`src/rtl/rail_override_defs.vh`:
```
// Behaviour
// - Bit 6 low kills switch rail B
// - Bit 5 low kills switch rail A
// - Bit 4 low kills termination regulator
// - Bit 3 forces termination regulator on
// - Bit 1 forces switch rail B on
// - Bit 0 enables linear A3 regardless of pin
// - Override resets 0x70; bits 7,2 plain storage
// - Output control bit 5 low pulls pin low
// - Fault mask bit per rail, fixed order
// - Mask set stops that rail's fault shutdown
// - Fault mask resets to 0xC0
`ifndef RAIL_OVERRIDE_DEFS_VH
`define RAIL_OVERRIDE_DEFS_VH
// Register indices; one aligned word each, so byte address is four times the index
`define IDX_OVERRIDE        8'h9f
`define IDX_GPO             8'ha1
`define IDX_FAULT_MASK      8'ha2
`define IDX_UNMAPPED        8'ha0
`define IDX_IRQ_STATUS      8'hb0
`define IDX_IRQ_MASK        8'hb1
`define IDX_RAIL_STATE      8'hb2
`define ADDR_OVERRIDE       12'h27c
`define ADDR_GPO            12'h284
`define ADDR_FAULT_MASK     12'h288
`define ADDR_UNMAPPED       12'h280
`define ADDR_IRQ_STATUS     12'h2c0
`define ADDR_IRQ_MASK       12'h2c4
`define ADDR_RAIL_STATE     12'h2c8
`define RST_OVERRIDE        8'h70
`define RST_GPO             8'h20
`define RST_FAULT_MASK      8'hc0
`define RST_IRQ_MASK        8'h00
`define BIT_SWB_KILL_N      6
`define BIT_SWA_KILL_N      5
`define BIT_TERM_KILL_N     4
`define BIT_TERM_FORCE      3
`define BIT_SWB_FORCE       1
`define BIT_LA3_FORCE       0
`define BIT_GPO_LEVEL       5
`endif

```
`src/rtl/reset_sync.v`:
```
`timescale 1ns/1ps
module reset_sync (
    input  wire clk,
    input  wire rst_n,
    output wire rst_sync_n
);
    reg [1:0] sync_reg;
    always @(posedge clk or negedge rst_n) begin
        if (!rst_n) begin
            sync_reg <= 2'b00;
        end else begin
            sync_reg <= {sync_reg[0], 1'b1};
        end
    end
    assign rst_sync_n = sync_reg[1];
endmodule // reset_sync

```
`src/rtl/rail_override_fault_mask_regs.v`:
```
`timescale 1ns/1ps
`include "rail_override_defs.vh"
module rail_override_fault_mask_regs #(
    parameter [7:0] OVERRIDE_RESET = `RST_OVERRIDE
) (
    input  wire        clk,
    input  wire        rst_n,
    input  wire        clk_en,
    input  wire        psel,
    input  wire        penable,
    input  wire        pwrite,
    input  wire [11:0] paddr,
    input  wire [31:0] pwdata,
    input  wire [3:0]  pstrb,
    output reg  [31:0] prdata,
    output reg         pready,
    output reg         pslverr,
    input  wire        seq_switch_b_en,
    input  wire        seq_switch_a_en,
    input  wire        seq_term_en,
    input  wire        shared_linear_enable_pin,
    input  wire [7:0]  rail_fault,
    output reg         switch_rail_b_en,
    output reg         switch_rail_a_en,
    output reg         termination_reg_en,
    output reg         linear_reg_a3_en,
    output reg         shutdown_req,
    output reg         open_drain_out_o,
    output reg         open_drain_out_oe,
    output reg         irq
);
    wire       rst_s_n;
    reg  [7:0] override_reg;
    reg  [7:0] gpo_reg;
    reg  [7:0] fault_mask_reg;
    reg  [7:0] irq_status_reg;
    reg  [7:0] irq_mask_reg;
    reg  [31:0] rdata_next;
    reg        addr_ok;
    wire       wr_fire;
    wire       rd_fire;
    wire [7:0] fault_hit;
    wire       switch_rail_b_kill_n;
    wire       switch_rail_a_kill_n;
    wire       termination_reg_kill_n;
    wire       termination_reg_force_on;
    wire       switch_rail_b_force_on;
    wire       linear_reg_a3_force_on;
    wire       open_drain_out_level;
    wire       en_b;
    wire       en_a;
    wire       en_t;
    wire       en_l;
    wire [7:0] clr_bits;

    reset_sync u_reset_sync (
        .clk        (clk),
        .rst_n      (rst_n),
        .rst_sync_n (rst_s_n)
    );

    // One wait state; a write lands only on the edge where pready is seen high
    assign wr_fire = psel & penable & pwrite & pready;
    assign rd_fire = psel & penable & ~pwrite & ~pready;

    always @* begin
        addr_ok = 1'b1;
        rdata_next = 32'h0000_0000;
        case (paddr)
            `ADDR_OVERRIDE:   rdata_next = {24'h00_0000, override_reg};
            `ADDR_GPO:        rdata_next = {24'h00_0000, gpo_reg};
            `ADDR_FAULT_MASK: rdata_next = {24'h00_0000, fault_mask_reg};
            `ADDR_IRQ_STATUS: rdata_next = {24'h00_0000, irq_status_reg};
            `ADDR_IRQ_MASK:   rdata_next = {24'h00_0000, irq_mask_reg};
            `ADDR_RAIL_STATE: rdata_next = {28'h000_0000, switch_rail_b_en,
                                            switch_rail_a_en, termination_reg_en,
                                            linear_reg_a3_en};
            default:          addr_ok = 1'b0;
        endcase
    end

    // Reserved bits 7 and 2 are plain storage, all bits writable
    always @(posedge clk or negedge rst_s_n) begin
        if (!rst_s_n) begin
            override_reg   <= OVERRIDE_RESET;
            gpo_reg        <= `RST_GPO;
            fault_mask_reg <= `RST_FAULT_MASK;
            irq_mask_reg   <= `RST_IRQ_MASK;
        end else if (clk_en && wr_fire && pstrb[0]) begin
            case (paddr)
                `ADDR_OVERRIDE:   override_reg   <= pwdata[7:0];
                `ADDR_GPO:        gpo_reg        <= pwdata[7:0];
                `ADDR_FAULT_MASK: fault_mask_reg <= pwdata[7:0];
                `ADDR_IRQ_MASK:   irq_mask_reg   <= pwdata[7:0];
                default:          ;
            endcase
        end
    end

    always @(posedge clk or negedge rst_s_n) begin
        if (!rst_s_n) begin
            pready  <= 1'b0;
            pslverr <= 1'b0;
            prdata  <= 32'h0000_0000;
        end else if (clk_en) begin
            pready  <= psel & penable & ~pready;
            pslverr <= psel & penable & ~pready & ~addr_ok;
            if (rd_fire) begin
                prdata <= rdata_next;
            end
        end
    end

    assign switch_rail_b_kill_n     = override_reg[`BIT_SWB_KILL_N];
    assign switch_rail_a_kill_n     = override_reg[`BIT_SWA_KILL_N];
    assign termination_reg_kill_n   = override_reg[`BIT_TERM_KILL_N];
    assign termination_reg_force_on = override_reg[`BIT_TERM_FORCE];
    assign switch_rail_b_force_on   = override_reg[`BIT_SWB_FORCE];
    assign linear_reg_a3_force_on   = override_reg[`BIT_LA3_FORCE];
    assign open_drain_out_level     = gpo_reg[`BIT_GPO_LEVEL];

    // Kill wins over force and over the sequencer
    assign en_b = switch_rail_b_kill_n & (switch_rail_b_force_on | seq_switch_b_en);
    assign en_a = switch_rail_a_kill_n & seq_switch_a_en;
    assign en_t = termination_reg_kill_n & (termination_reg_force_on | seq_term_en);
    assign en_l = linear_reg_a3_force_on | shared_linear_enable_pin;

    // Bit order: A2, switch A, step-down 6..1
    assign fault_hit = rail_fault & ~fault_mask_reg;

    // Write-one-to-clear, a new event in the same cycle wins
    assign clr_bits = (wr_fire && pstrb[0] && paddr == `ADDR_IRQ_STATUS) ?
                      pwdata[7:0] : 8'h00;

    always @(posedge clk or negedge rst_s_n) begin
        if (!rst_s_n) begin
            irq_status_reg     <= 8'h00;
            switch_rail_b_en   <= 1'b0;
            switch_rail_a_en   <= 1'b0;
            termination_reg_en <= 1'b0;
            linear_reg_a3_en   <= 1'b0;
            shutdown_req       <= 1'b0;
            open_drain_out_o   <= 1'b0;
            open_drain_out_oe  <= 1'b0;
            irq                <= 1'b0;
        end else if (clk_en) begin
            irq_status_reg     <= (irq_status_reg & ~clr_bits) | fault_hit;
            switch_rail_b_en   <= en_b;
            switch_rail_a_en   <= en_a;
            termination_reg_en <= en_t;
            linear_reg_a3_en   <= en_l;
            shutdown_req       <= |fault_hit;
            open_drain_out_o   <= 1'b0;
            open_drain_out_oe  <= ~open_drain_out_level;
            irq                <= |(irq_status_reg & irq_mask_reg);
        end
    end
endmodule // rail_override_fault_mask_regs

```
`config.mk`:
```
export PLATFORM = sky130hd
export DESIGN_NAME = rail_override_fault_mask_regs
export DESIGN_NICKNAME = d
export VERILOG_FILES = /design/src/rtl/reset_sync.v /design/src/rtl/rail_override_fault_mask_regs.v
export VERILOG_INCLUDE_DIRS = /design/src /design/src/rtl
export SDC_FILE = /design/constraint.sdc
export NUM_CORES = 1
export LEC_CHECK = 0
export BUFFER_PORTS_ARGS = -buffer_cell sky130_fd_sc_hd__buf_2
export CAP_MARGIN = 20
export CELL_PAD_IN_SITES_DETAIL_PLACEMENT = 1
export CELL_PAD_IN_SITES_GLOBAL_PLACEMENT = 1
export CORE_ASPECT_RATIO = 1.4
export CORE_MARGIN = 3
export CORE_UTILIZATION = 35
export CTS_BUF_LIST = sky130_fd_sc_hd__clkbuf_16
export DETAILED_ROUTE_END_ITERATION = 16
export HOLD_SLACK_MARGIN = 0.15
export PLACE_DENSITY = 0.8
export SLEW_MARGIN = 20
export SYNTH_ARGS = -nofsm -noshare
export SYNTH_HDL_FRONTEND = slang
export SYNTH_SLANG_ARGS = --single-unit
```
`constraint.sdc`:
```
create_clock -name clk -period 1.87 [get_ports clk]
set_input_delay 0.0935 -clock clk [delete_from_list [all_inputs] [get_ports clk]]
set_output_delay 0.0935 -clock clk [all_outputs]
set_load 0.1 [all_outputs]
```
Word-level counts from Yosys, hierarchy flattened
Cells that the tools add are included.

operators by class
  eq/ne operators = 6
  $lt $le $gt $ge = 0
  bitwise logic cells = 23
  $mul = 0
  divide/modulo/power cells = 0
  shifts and indexed selects = 0
  reduce and logical (&&, ||, !) cells = 12
  multiplexer cells = 3
  $add $sub $neg = 0

operators by type and width
  cell                    number
  $eq A12 B10 Y1 const B  6
  $pmux W8 S6             1
  $and A8 B8 Y8           3
  $not A8 Y8              2
  $reduce_or A8 Y1        2
  $and A1 B1 Y1           10
  $reduce_and A2 Y1       5
  $mux W8                 1
  $or A8 B8 Y8            1
  $reduce_or A6 Y1        1
  $logic_and A1 B1 Y1     4
  $not A1 Y1              4
  $or A1 B1 Y1            3
  $mux W1                 1

storage, ports and cells
  output and inout port bits = 42
  word-level logic and storage cells = 60
  register bits after elaboration = 83
  memories kept = 0
  bits in writable memories = 0
  ROM bits = 0
  latch bits = 0
  input bits = 66

Depth between registers and ports, before layout
Gate-level depths: netlist of the first run.

  depth in word-level cells = 9
  mapped depth = 6
  depth with buffers taken out = 4

Modules after synthesis
Synthesis of the first run repeated with hierarchy kept, for this count alone.

second synthesis, totals
  cells, all modules = 286
  area total of the unflattened synthesis = 3,060.4 um^2

by module, submodules not included
  module                         area each (um^2)  cells each  instances  seq. area each (um^2)
  rail_override_fault_mask_regs  3,006.6           283         1          1,433.9
  reset_sync                     53.8              3           1          50.0

Least setup slack after synthesis of the first run
Ideal clock, no wire load.

  path type = register -> register
  start point = reg pready
  end point = reg override_reg[0]
  setup slack = -0.417 ns
  path buffers = 2
  cell stages (with the launch flop) = 7
  arrival = 2.162 ns
  library setup time = 0.125 ns
  data required time = 1.745 ns
  period minus slack after synthesis = 2.287 ns
  cell sequence = dfrtp_1 > nand3_1 > nor4_4 > buf_6 > and2_4 > buf_12 > mux2_4

between the ends
  cells in the longest elaborated chain, start to end = 4

ends and longest elaborated chain
  element                             RTL line                             source
  start: declaration                  rail_override_fault_mask_regs.v:16   output reg pready,
  start signal: assignment            rail_override_fault_mask_regs.v:106  pready <= psel & penable & ~pready;
  $and A1 B1 Y1                       rail_override_fault_mask_regs.v:63   assign wr_fire = psel & penable & pwrite & pready;
  $logic_and A1 B1 Y1 (2 in series)   rail_override_fault_mask_regs.v:89   end else if (clk_en && wr_fire && pstrb[0]) begin
  $reduce_and A2 Y1 (no source line)  --
  end signal: assignment              rail_override_fault_mask_regs.v:91   `ADDR_OVERRIDE: override_reg <= pwdata[7:0];
  end: declaration                    rail_override_fault_mask_regs.v:33   reg [7:0] override_reg;

No other way between the ends.
A chain may end at the register's enable or synchronous reset.

Worst setup path after layout of the first run
  start point = in paddr[8]
  end point = reg fault_mask_reg[5]

between the ends
  cells in the longest elaborated chain, start to end = 2

ends and longest elaborated chain
  element                             RTL line                            source
  start: declaration                  rail_override_fault_mask_regs.v:12  input wire [11:0] paddr,
  $eq A12 B10 Y1                      rail_override_fault_mask_regs.v:90  case (paddr)
  $reduce_and A2 Y1 (no source line)  --
  end signal: assignment              rail_override_fault_mask_regs.v:87  fault_mask_reg <= `RST_FAULT_MASK;
  end signal: assignment              rail_override_fault_mask_regs.v:93  `ADDR_FAULT_MASK: fault_mask_reg <= pwdata[7:0];
  end: declaration                    rail_override_fault_mask_regs.v:35  reg [7:0] fault_mask_reg;

No other way between the ends.

==> results_dict.tcl, run 1 <==
set metrics [dict create \
    p_clk_frac 0.436 \
    crit_chain "buf_2 -> or4b_4 -> nor4_4 -> buf_4 -> and3_1 -> buf_12 -> mux2_2" \
    die_y_um 118 \
    design_area_sq_mm 0.00397 \
    max_slew_margin 0.648 \
    start_util 0.362 \
    totalNegativeSetupSlack_ps 0 \
    dp_hpwl_um 6770 \
    final_cell_mix "55 x buf_2, 51 x dfrtp_1, 26 x conb_1" \
    hold_violations 0 \
    grt_usage 0.192 \
    swShare 0.304 \
    ir_drop_v 0.000464 \
    leakage_nw 1.88 \
    p_comb_frac 0.162 \
    crit_path_start_kind "input pin" \
    switching_power_mw 0.991 \
    critPathArrivalTime_ps 1880 \
    fillerInstances 971 \
    max_freq_mhz 600 \
    cts_buffer_depth 2 \
    synth-edff-count 0 \
    detail_route.first_pass.iterations 4 \
    clock-skew-final_ps 6.38 \
    yosysUniqueCellTypes 49 \
    holdCritPathClass "reg2async" \
    cp_slowest_stage_delay_ps 550 \
    grt_pass1_wl_um 14700 \
    power.density_mw_per_mm2 822 \
    postSynth.asyncResetShare 1.00 \
    synth_top_area_share 0.426 \
    h-tree-depth 3 \
    synth-xor-area-share 0 \
    post-place-cells 439 \
    fin_crit_ps 1670 \
    critPathSlowestCell "or4b_4" \
    drtIter0Drc 169 \
    grt_max_degree 30 \
    drc_errors 0 \
    layout_worst_path_cycle_share 0.891 \
    fin_util 0.461 \
    die_w_um 85.7 \
    final_common_cell "buf_2" \
    grt_overflow 0 \
    diodes 0 \
    syn_area_sq_mm 0.00311 \
    cp_max_fo 6 \
    routed_via_density 5.37 \
    globalplace.congestion 0.892 \
    critical_path_class "in2reg" \
    syn_avg_cell_area_sq_um 11.4 \
    synth_compound_area_frac 0.145 \
    synthTopCellsByArea "dfrtp_1 43%, mux2_2 9.0%, buf_4 6.8%" \
    num-nets-final 430 \
    stdcell_count 474 \
    synth-seq-cells 59 \
    finalMaxSlewViolations 0 \
    synth_ff_type "dfrtp_1" \
    core_area_sq_mm 0.00861 \
    place_area_sq_mm 0.00352 \
    cap_violations 0 \
    ant_nets 0 \
    muxShareOfSynthArea 0.147 \
    yosys.area.top_type "dfrtp_1" \
    status "finished clean" \
    antenna_found_initial 0 \
    rsz0062_at_grt "false" \
    portBuffers 55 \
    cts_sinks 59 \
    cts_inserted_buffers 9 \
    grt_pass1_vias 2704 \
    cts_tree "done" \
    synthCells 274 \
    wl_per_cell_um 19.8 \
    synth_top_family_by_area "multiplexers" \
    rows 40 \
    synthAdderAreaFrac 0 \
    wl_um 9390 \
    ys_seq_area_frac 0.477 \
    crit_path_end_kind "register" \
    die_area_sq_mm 0.0101 \
    seqPwrFrac 0.402 \
    pin_count 108 \
    clk-insertion-delay-late_ps 330 \
    setup_viol 0 \
    synth-simple-area-share 0.125 \
    worstPathRequired_ps 2080 \
    clkSlewWorstSetupHoldPaths_ps 50 \
    area_growth_pct 27.4 \
    root_buffer "clkbuf_16" \
    cts_resized 0 \
    num_vias 2545 \
    intPower_mw 2.27 \
    cts_setup_buffers 0 \
    ys_warn_count 0 \
    layout-drive-gt1-share 0.369 \
    tightest_slew_ps 522 \
]
==> what timing repair did <==
| item | CTS | global route |
|---|---|---|
| endpoints found under the setup margin | 0 | 0 |
| hold endpoints to repair | 49 | 0 |
| hold buffers | 19 | 0 |
==> cells by family after synthesis <==
family | Yosys count
and+or+nand+nor | 62
muxes | 39
AOI/OAI and AO/OA | 61
DFF | 59
other | 2
buffers and inverters | 51
==> routing by layer <==
metal	GRT usage	wire [um]
met4	0.107	321
met2	0.330	5060
met1	0.217	3580
met3	0.0399	424
met5	0	0
==> layout make-up <==
cell class              count  area, sq um  share of cell area
clock buffers               9          225              0.0568
clock inverters             7         30.0             0.00757
inverters                  11         41.3              0.0104
multi-input cells         188         1400               0.354
flip-flops and latches     59         1490               0.375
well taps                 105          131              0.0331
repair buffers             95          648               0.163
==> worst max-delay path: cells and delay by family <==
family / cells / cell delay [ps]
AND/OR/NAND/NOR: 3 / 1030
buffers and inverters: 3 / 410
multiplexers: 1 / 330
==> worst paths after layout <==
| path | from | endpoint | slack (ps) | cells after the start |
|---|---|---|---|---|
| min in group clk | rail_fault[5] | irq_status_reg[5]$_DFFE_PN0P_ | 190 | 3 |
| worst min register to register | u_reset_sync.sync_reg[1]$_DFF_PN0_ | switch_rail_a_en$_DFFE_PN0P_ | 170 | 0 |
| worst max register to register | pready$_DFFE_PN0P_ | fault_mask_reg[5]$_DFFE_PN0P_ | 230 | 6 |
| worst min-delay path | u_reset_sync.sync_reg[1]$_DFF_PN0_ | switch_rail_a_en$_DFFE_PN0P_ | 170 | 0 |
| worst max-delay path | paddr[8] | fault_mask_reg[5]$_DFFE_PN0P_ | 200 | 7 |
| max in group asynchronous | rst_n | u_reset_sync.sync_reg[1]$_DFF_PN0_ | 1070 | 3 |
==> cell usage after synthesis (2+ instances only) <==
master and number:
nor2_1 10, inv_1 11, nand3_1 13, nor2b_1 7
conb_1 2, o2bb2ai_1 3, a22o_1 13, o21ai_0 8
nor4bb_1 2, a32o_1 4, a211oi_1 2, o211ai_1 2
buf_1 2, a221oi_1 4, mux2_2 25, dfrtp_1 53
and3_1 3, a31oi_1 5, dfstp_2 6, a21oi_1 7
buf_4 28, nand3b_1 2, mux2_4 7, nor3_1 5
a22oi_1 8, nand2_1 7, mux2i_1 7, clkbuf_1 7
==> stage by stage <==
stage	total power [mW]	setup slack [ps]	hold WS (ps)
2_1_floorplan	1.74	-26.8	-202
3_3_place_gp	1.81	-113	-121
3_5_place_dp	1.82	-128	-120
4_1_cts	3.28	202	184
5_1_grt	3.36	138	200
6_report	3.26	204	169
==> power by group through the flow <==
stage | clock (mW) | combinational (mW) | sequential, mW
after detailed placement | 0 | 0.491 | 1.33
after global routing | 1.50 | 0.547 | 1.31
after global placement | 0 | 0.486 | 1.33
after CTS | 1.44 | 0.524 | 1.31
after floorplan | 0 | 0.332 | 1.41
final | 1.42 | 0.527 | 1.31
(Power assumes the default switching activity.)
==> inputs of run 2 (changes only) <==
--- a/config.mk
+++ b/config.mk
@@ -6,17 +6,18 @@
 export SDC_FILE = /design/constraint.sdc
 export NUM_CORES = 1
 export LEC_CHECK = 0
+export ABC_AREA = 1
 export BUFFER_PORTS_ARGS = -buffer_cell sky130_fd_sc_hd__buf_2
 export CAP_MARGIN = 20
 export CELL_PAD_IN_SITES_DETAIL_PLACEMENT = 1
 export CELL_PAD_IN_SITES_GLOBAL_PLACEMENT = 1
 export CORE_ASPECT_RATIO = 1.4
-export CORE_MARGIN = 3
-export CORE_UTILIZATION = 35
+export CORE_MARGIN = 2
+export CORE_UTILIZATION = 33
 export CTS_BUF_LIST = sky130_fd_sc_hd__clkbuf_16
 export DETAILED_ROUTE_END_ITERATION = 16
 export HOLD_SLACK_MARGIN = 0.15
-export PLACE_DENSITY = 0.8
+export PLACE_DENSITY = 0.79
 export SLEW_MARGIN = 20
 export SYNTH_ARGS = -nofsm -noshare
 export SYNTH_HDL_FRONTEND = slang
==> run 2 against run 1 <==
  * First-iteration DRC count shrank 8.3%
  * Total power rose by 6.4%
  * Worst setup slack gained 160 ps
  * Sequential cell count stayed put
  * Via count increased by 15%
  * Largest power group unchanged
==> results_dict.tcl, run 2 <==
set metrics [dict create \
    synthCells 396 \
    pin_count 108 \
    setup_viol 0 \
    hold_violations 0 \
    rows 43 \
    yosys.area.top_type "dfrtp_1" \
    clock-skew-final_ps 3.47 \
    totalNegativeSetupSlack_ps 0 \
    ant_nets 0 \
    worstPathRequired_ps 2060 \
    cts_sinks 59 \
    die_area_sq_mm 0.0109 \
    stdcell_count 615 \
    wl_um 9910 \
    hold_path_depth 3 \
    critical_path_class "in2reg" \
    yosysUniqueCellTypes 31 \
    cts_tree "done" \
    synthTopCellsByCount "86 x nand2_1, 53 x dfrtp_1, 43 x nand3_1" \
    final_cell_mix "86 x nand2_1, 55 x buf_2, 51 x dfrtp_1" \
    syn_area_sq_mm 0.00333 \
    clkSlewWorstSetupHoldPaths_ps 50 \
    ys_seq_area_frac 0.446 \
    crit_path_end_kind "register" \
    die_w_um 88.9 \
    grt_max_degree 38 \
    start_util 0.338 \
    cts_buffer_depth 2 \
    crit_path_start_kind "input pin" \
    synth-edff-count 0 \
    grt_overflow 0 \
    detail_route.first_pass.iterations 4 \
    cts_inserted_buffers 9 \
    ir_drop_v 0.000372 \
    fin_crit_ps 1500 \
    drc_errors 0 \
    h-tree-depth 3 \
    finalMaxSlewViolations 0 \
    final_common_cell "nand2_1" \
    drtIter0Drc 155 \
    ys_warn_count 0 \
    ff2ff_path_depth 6 \
    holdCritPathClass "in2reg" \
    synth_most_common_cell "nand2_1" \
    rsz0062_at_grt "false" \
    place_ws_ps 383 \
    syn_avg_cell_area_sq_um 8.41 \
    synth-seq-cells 59 \
    num_vias 2938 \
    cap_violations 0 \
    synth_ff_type "dfrtp_1" \
    diodes 0 \
    max_freq_mhz 666 \
    wl_per_cell_um 16.1 \
    root_buffer "clkbuf_16" \
    leakage_nw 2.07 \
    postSynth.asyncResetShare 1.00 \
    clk-insertion-delay-late_ps 330 \
    worst_slack_ps 368 \
    layout-drive-gt1-share 0.250 \
    status "finished clean" \
    globalplace.congestion 0.799 \
    tightest_slew_ps 518 \
    grt_usage 0.194 \
    post-place-cells 577 \
    cts_setup_buffers 0 \
    area_growth_pct 22.7 \
    synth_top_area_share 0.398 \
    max_slew_margin 0.655 \
    power.density_mw_per_mm2 848 \
    hold_ws_ps 166 \
    cp_max_fo 8 \
    num-nets-final 541 \
    dp_hpwl_um 7170 \
    critPathArrivalTime_ps 1690 \
    die_y_um 123 \
    antenna_found_initial 0 \
    portBuffers 55 \
    layout_worst_path_cycle_share 0.803 \
    routed_via_density 4.78 \
    grt_pass1_vias 3033 \
    grt_pass1_wl_um 15400 \
    synthTopCellsByArea "dfrtp_1 40%, nand2_1 9.7%, nand3_1 6.5%" \
    core_area_sq_mm 0.00985 \
]
-- run 2: changes by cell type in the layout (fill, tap and decap cells not counted), sizes merged, moves of 8 or more --
cell | previous run | this run
buf | 76 | 58
mux2 | 32 | 0
a22oi | 8 | 0
nand3 | 13 | 53
nor2 | 10 | 46
inv | 14 | 40
nand2 | 7 | 91
o21ai | 8 | 50
a22o | 13 | 3
-- run 2: timing repair --
item | 4_1_cts | 5_1_grt
endpoints found under the hold margin | 37 | 0
resized for setup | 0 | 0
hold buffers | 22 | 0
-- run 2: cells by family after synthesis --
kind of cell,synth area share
flops,0.446
other cells,0.00226
compound gates,0.125
buf+inv,0.130
simple gates,0.297
-- run 2: stage by stage --
step	area, sq um	power (mW)	utilization
floorplan	3420	1.94	-
global placement	3610	2.02	0.367
detailed placement	3610	2.03	0.367
CTS	4090	3.50	0.415
global route	4090	3.59	0.415
finish	4090	3.47	0.415
-- run 2: per-layer routing --
metal	GRT usage	part of all wire	vias up
li1	-	-	1394
met1	0.203	0.37	1448
met2	0.357	0.56	76
met3	0.0323	0.036	20
met4	0.105	0.029	0
met5	0	0	-
-- run 2: final timing paths --
| kind | start | slack, ps | endpoint |
|---|---|---|---|
| max in group asynchronous | u_reset_sync.sync_reg[1]$_DFF_PN0_ | 970 | override_reg[4]$_DFFE_PN1P_ |
| hold / removal | pwdata[3] | 170 | override_reg[3]$_DFFE_PN0P_ |
| setup reg to reg | pready$_DFFE_PN0P_ | 410 | prdata[7]$_DFFE_PN0P_ |
| min in group asynchronous | u_reset_sync.sync_reg[1]$_DFF_PN0_ | 240 | shutdown_req$_DFFE_PN0P_ |
| hold reg to reg | u_reset_sync.sync_reg[1]$_DFF_PN0_ | 240 | shutdown_req$_DFFE_PN0P_ |
| setup / recovery | pwrite | 370 | irq_status_reg[1]$_DFFE_PN0P_ |
-- run 2: where the power goes --
| part | internal, mW | switching [mW] |
|---|---|---|
| logic | 0.116 | 0.587 |
| clock network | 0.863 | 0.560 |
| registers | 1.31 | 0.0273 |
-- run 2: layout make-up --
class	count	area, sq um
fillers	1215	5760
multi-input cells	287	1500
flip-flops and latches	59	1490
repair buffers	80	531
clock buffers	9	225
well taps	135	169
inverters	38	145
clock inverters	7	27.5
-- run 2: critical path, cell delays in order --
cell           delay (ps)
dlygate4sd3_1         520
buf_2                 130
nand3_1               180
nor2_8                240
nand3_2               220
o21ai_0               190
o21ai_0               110
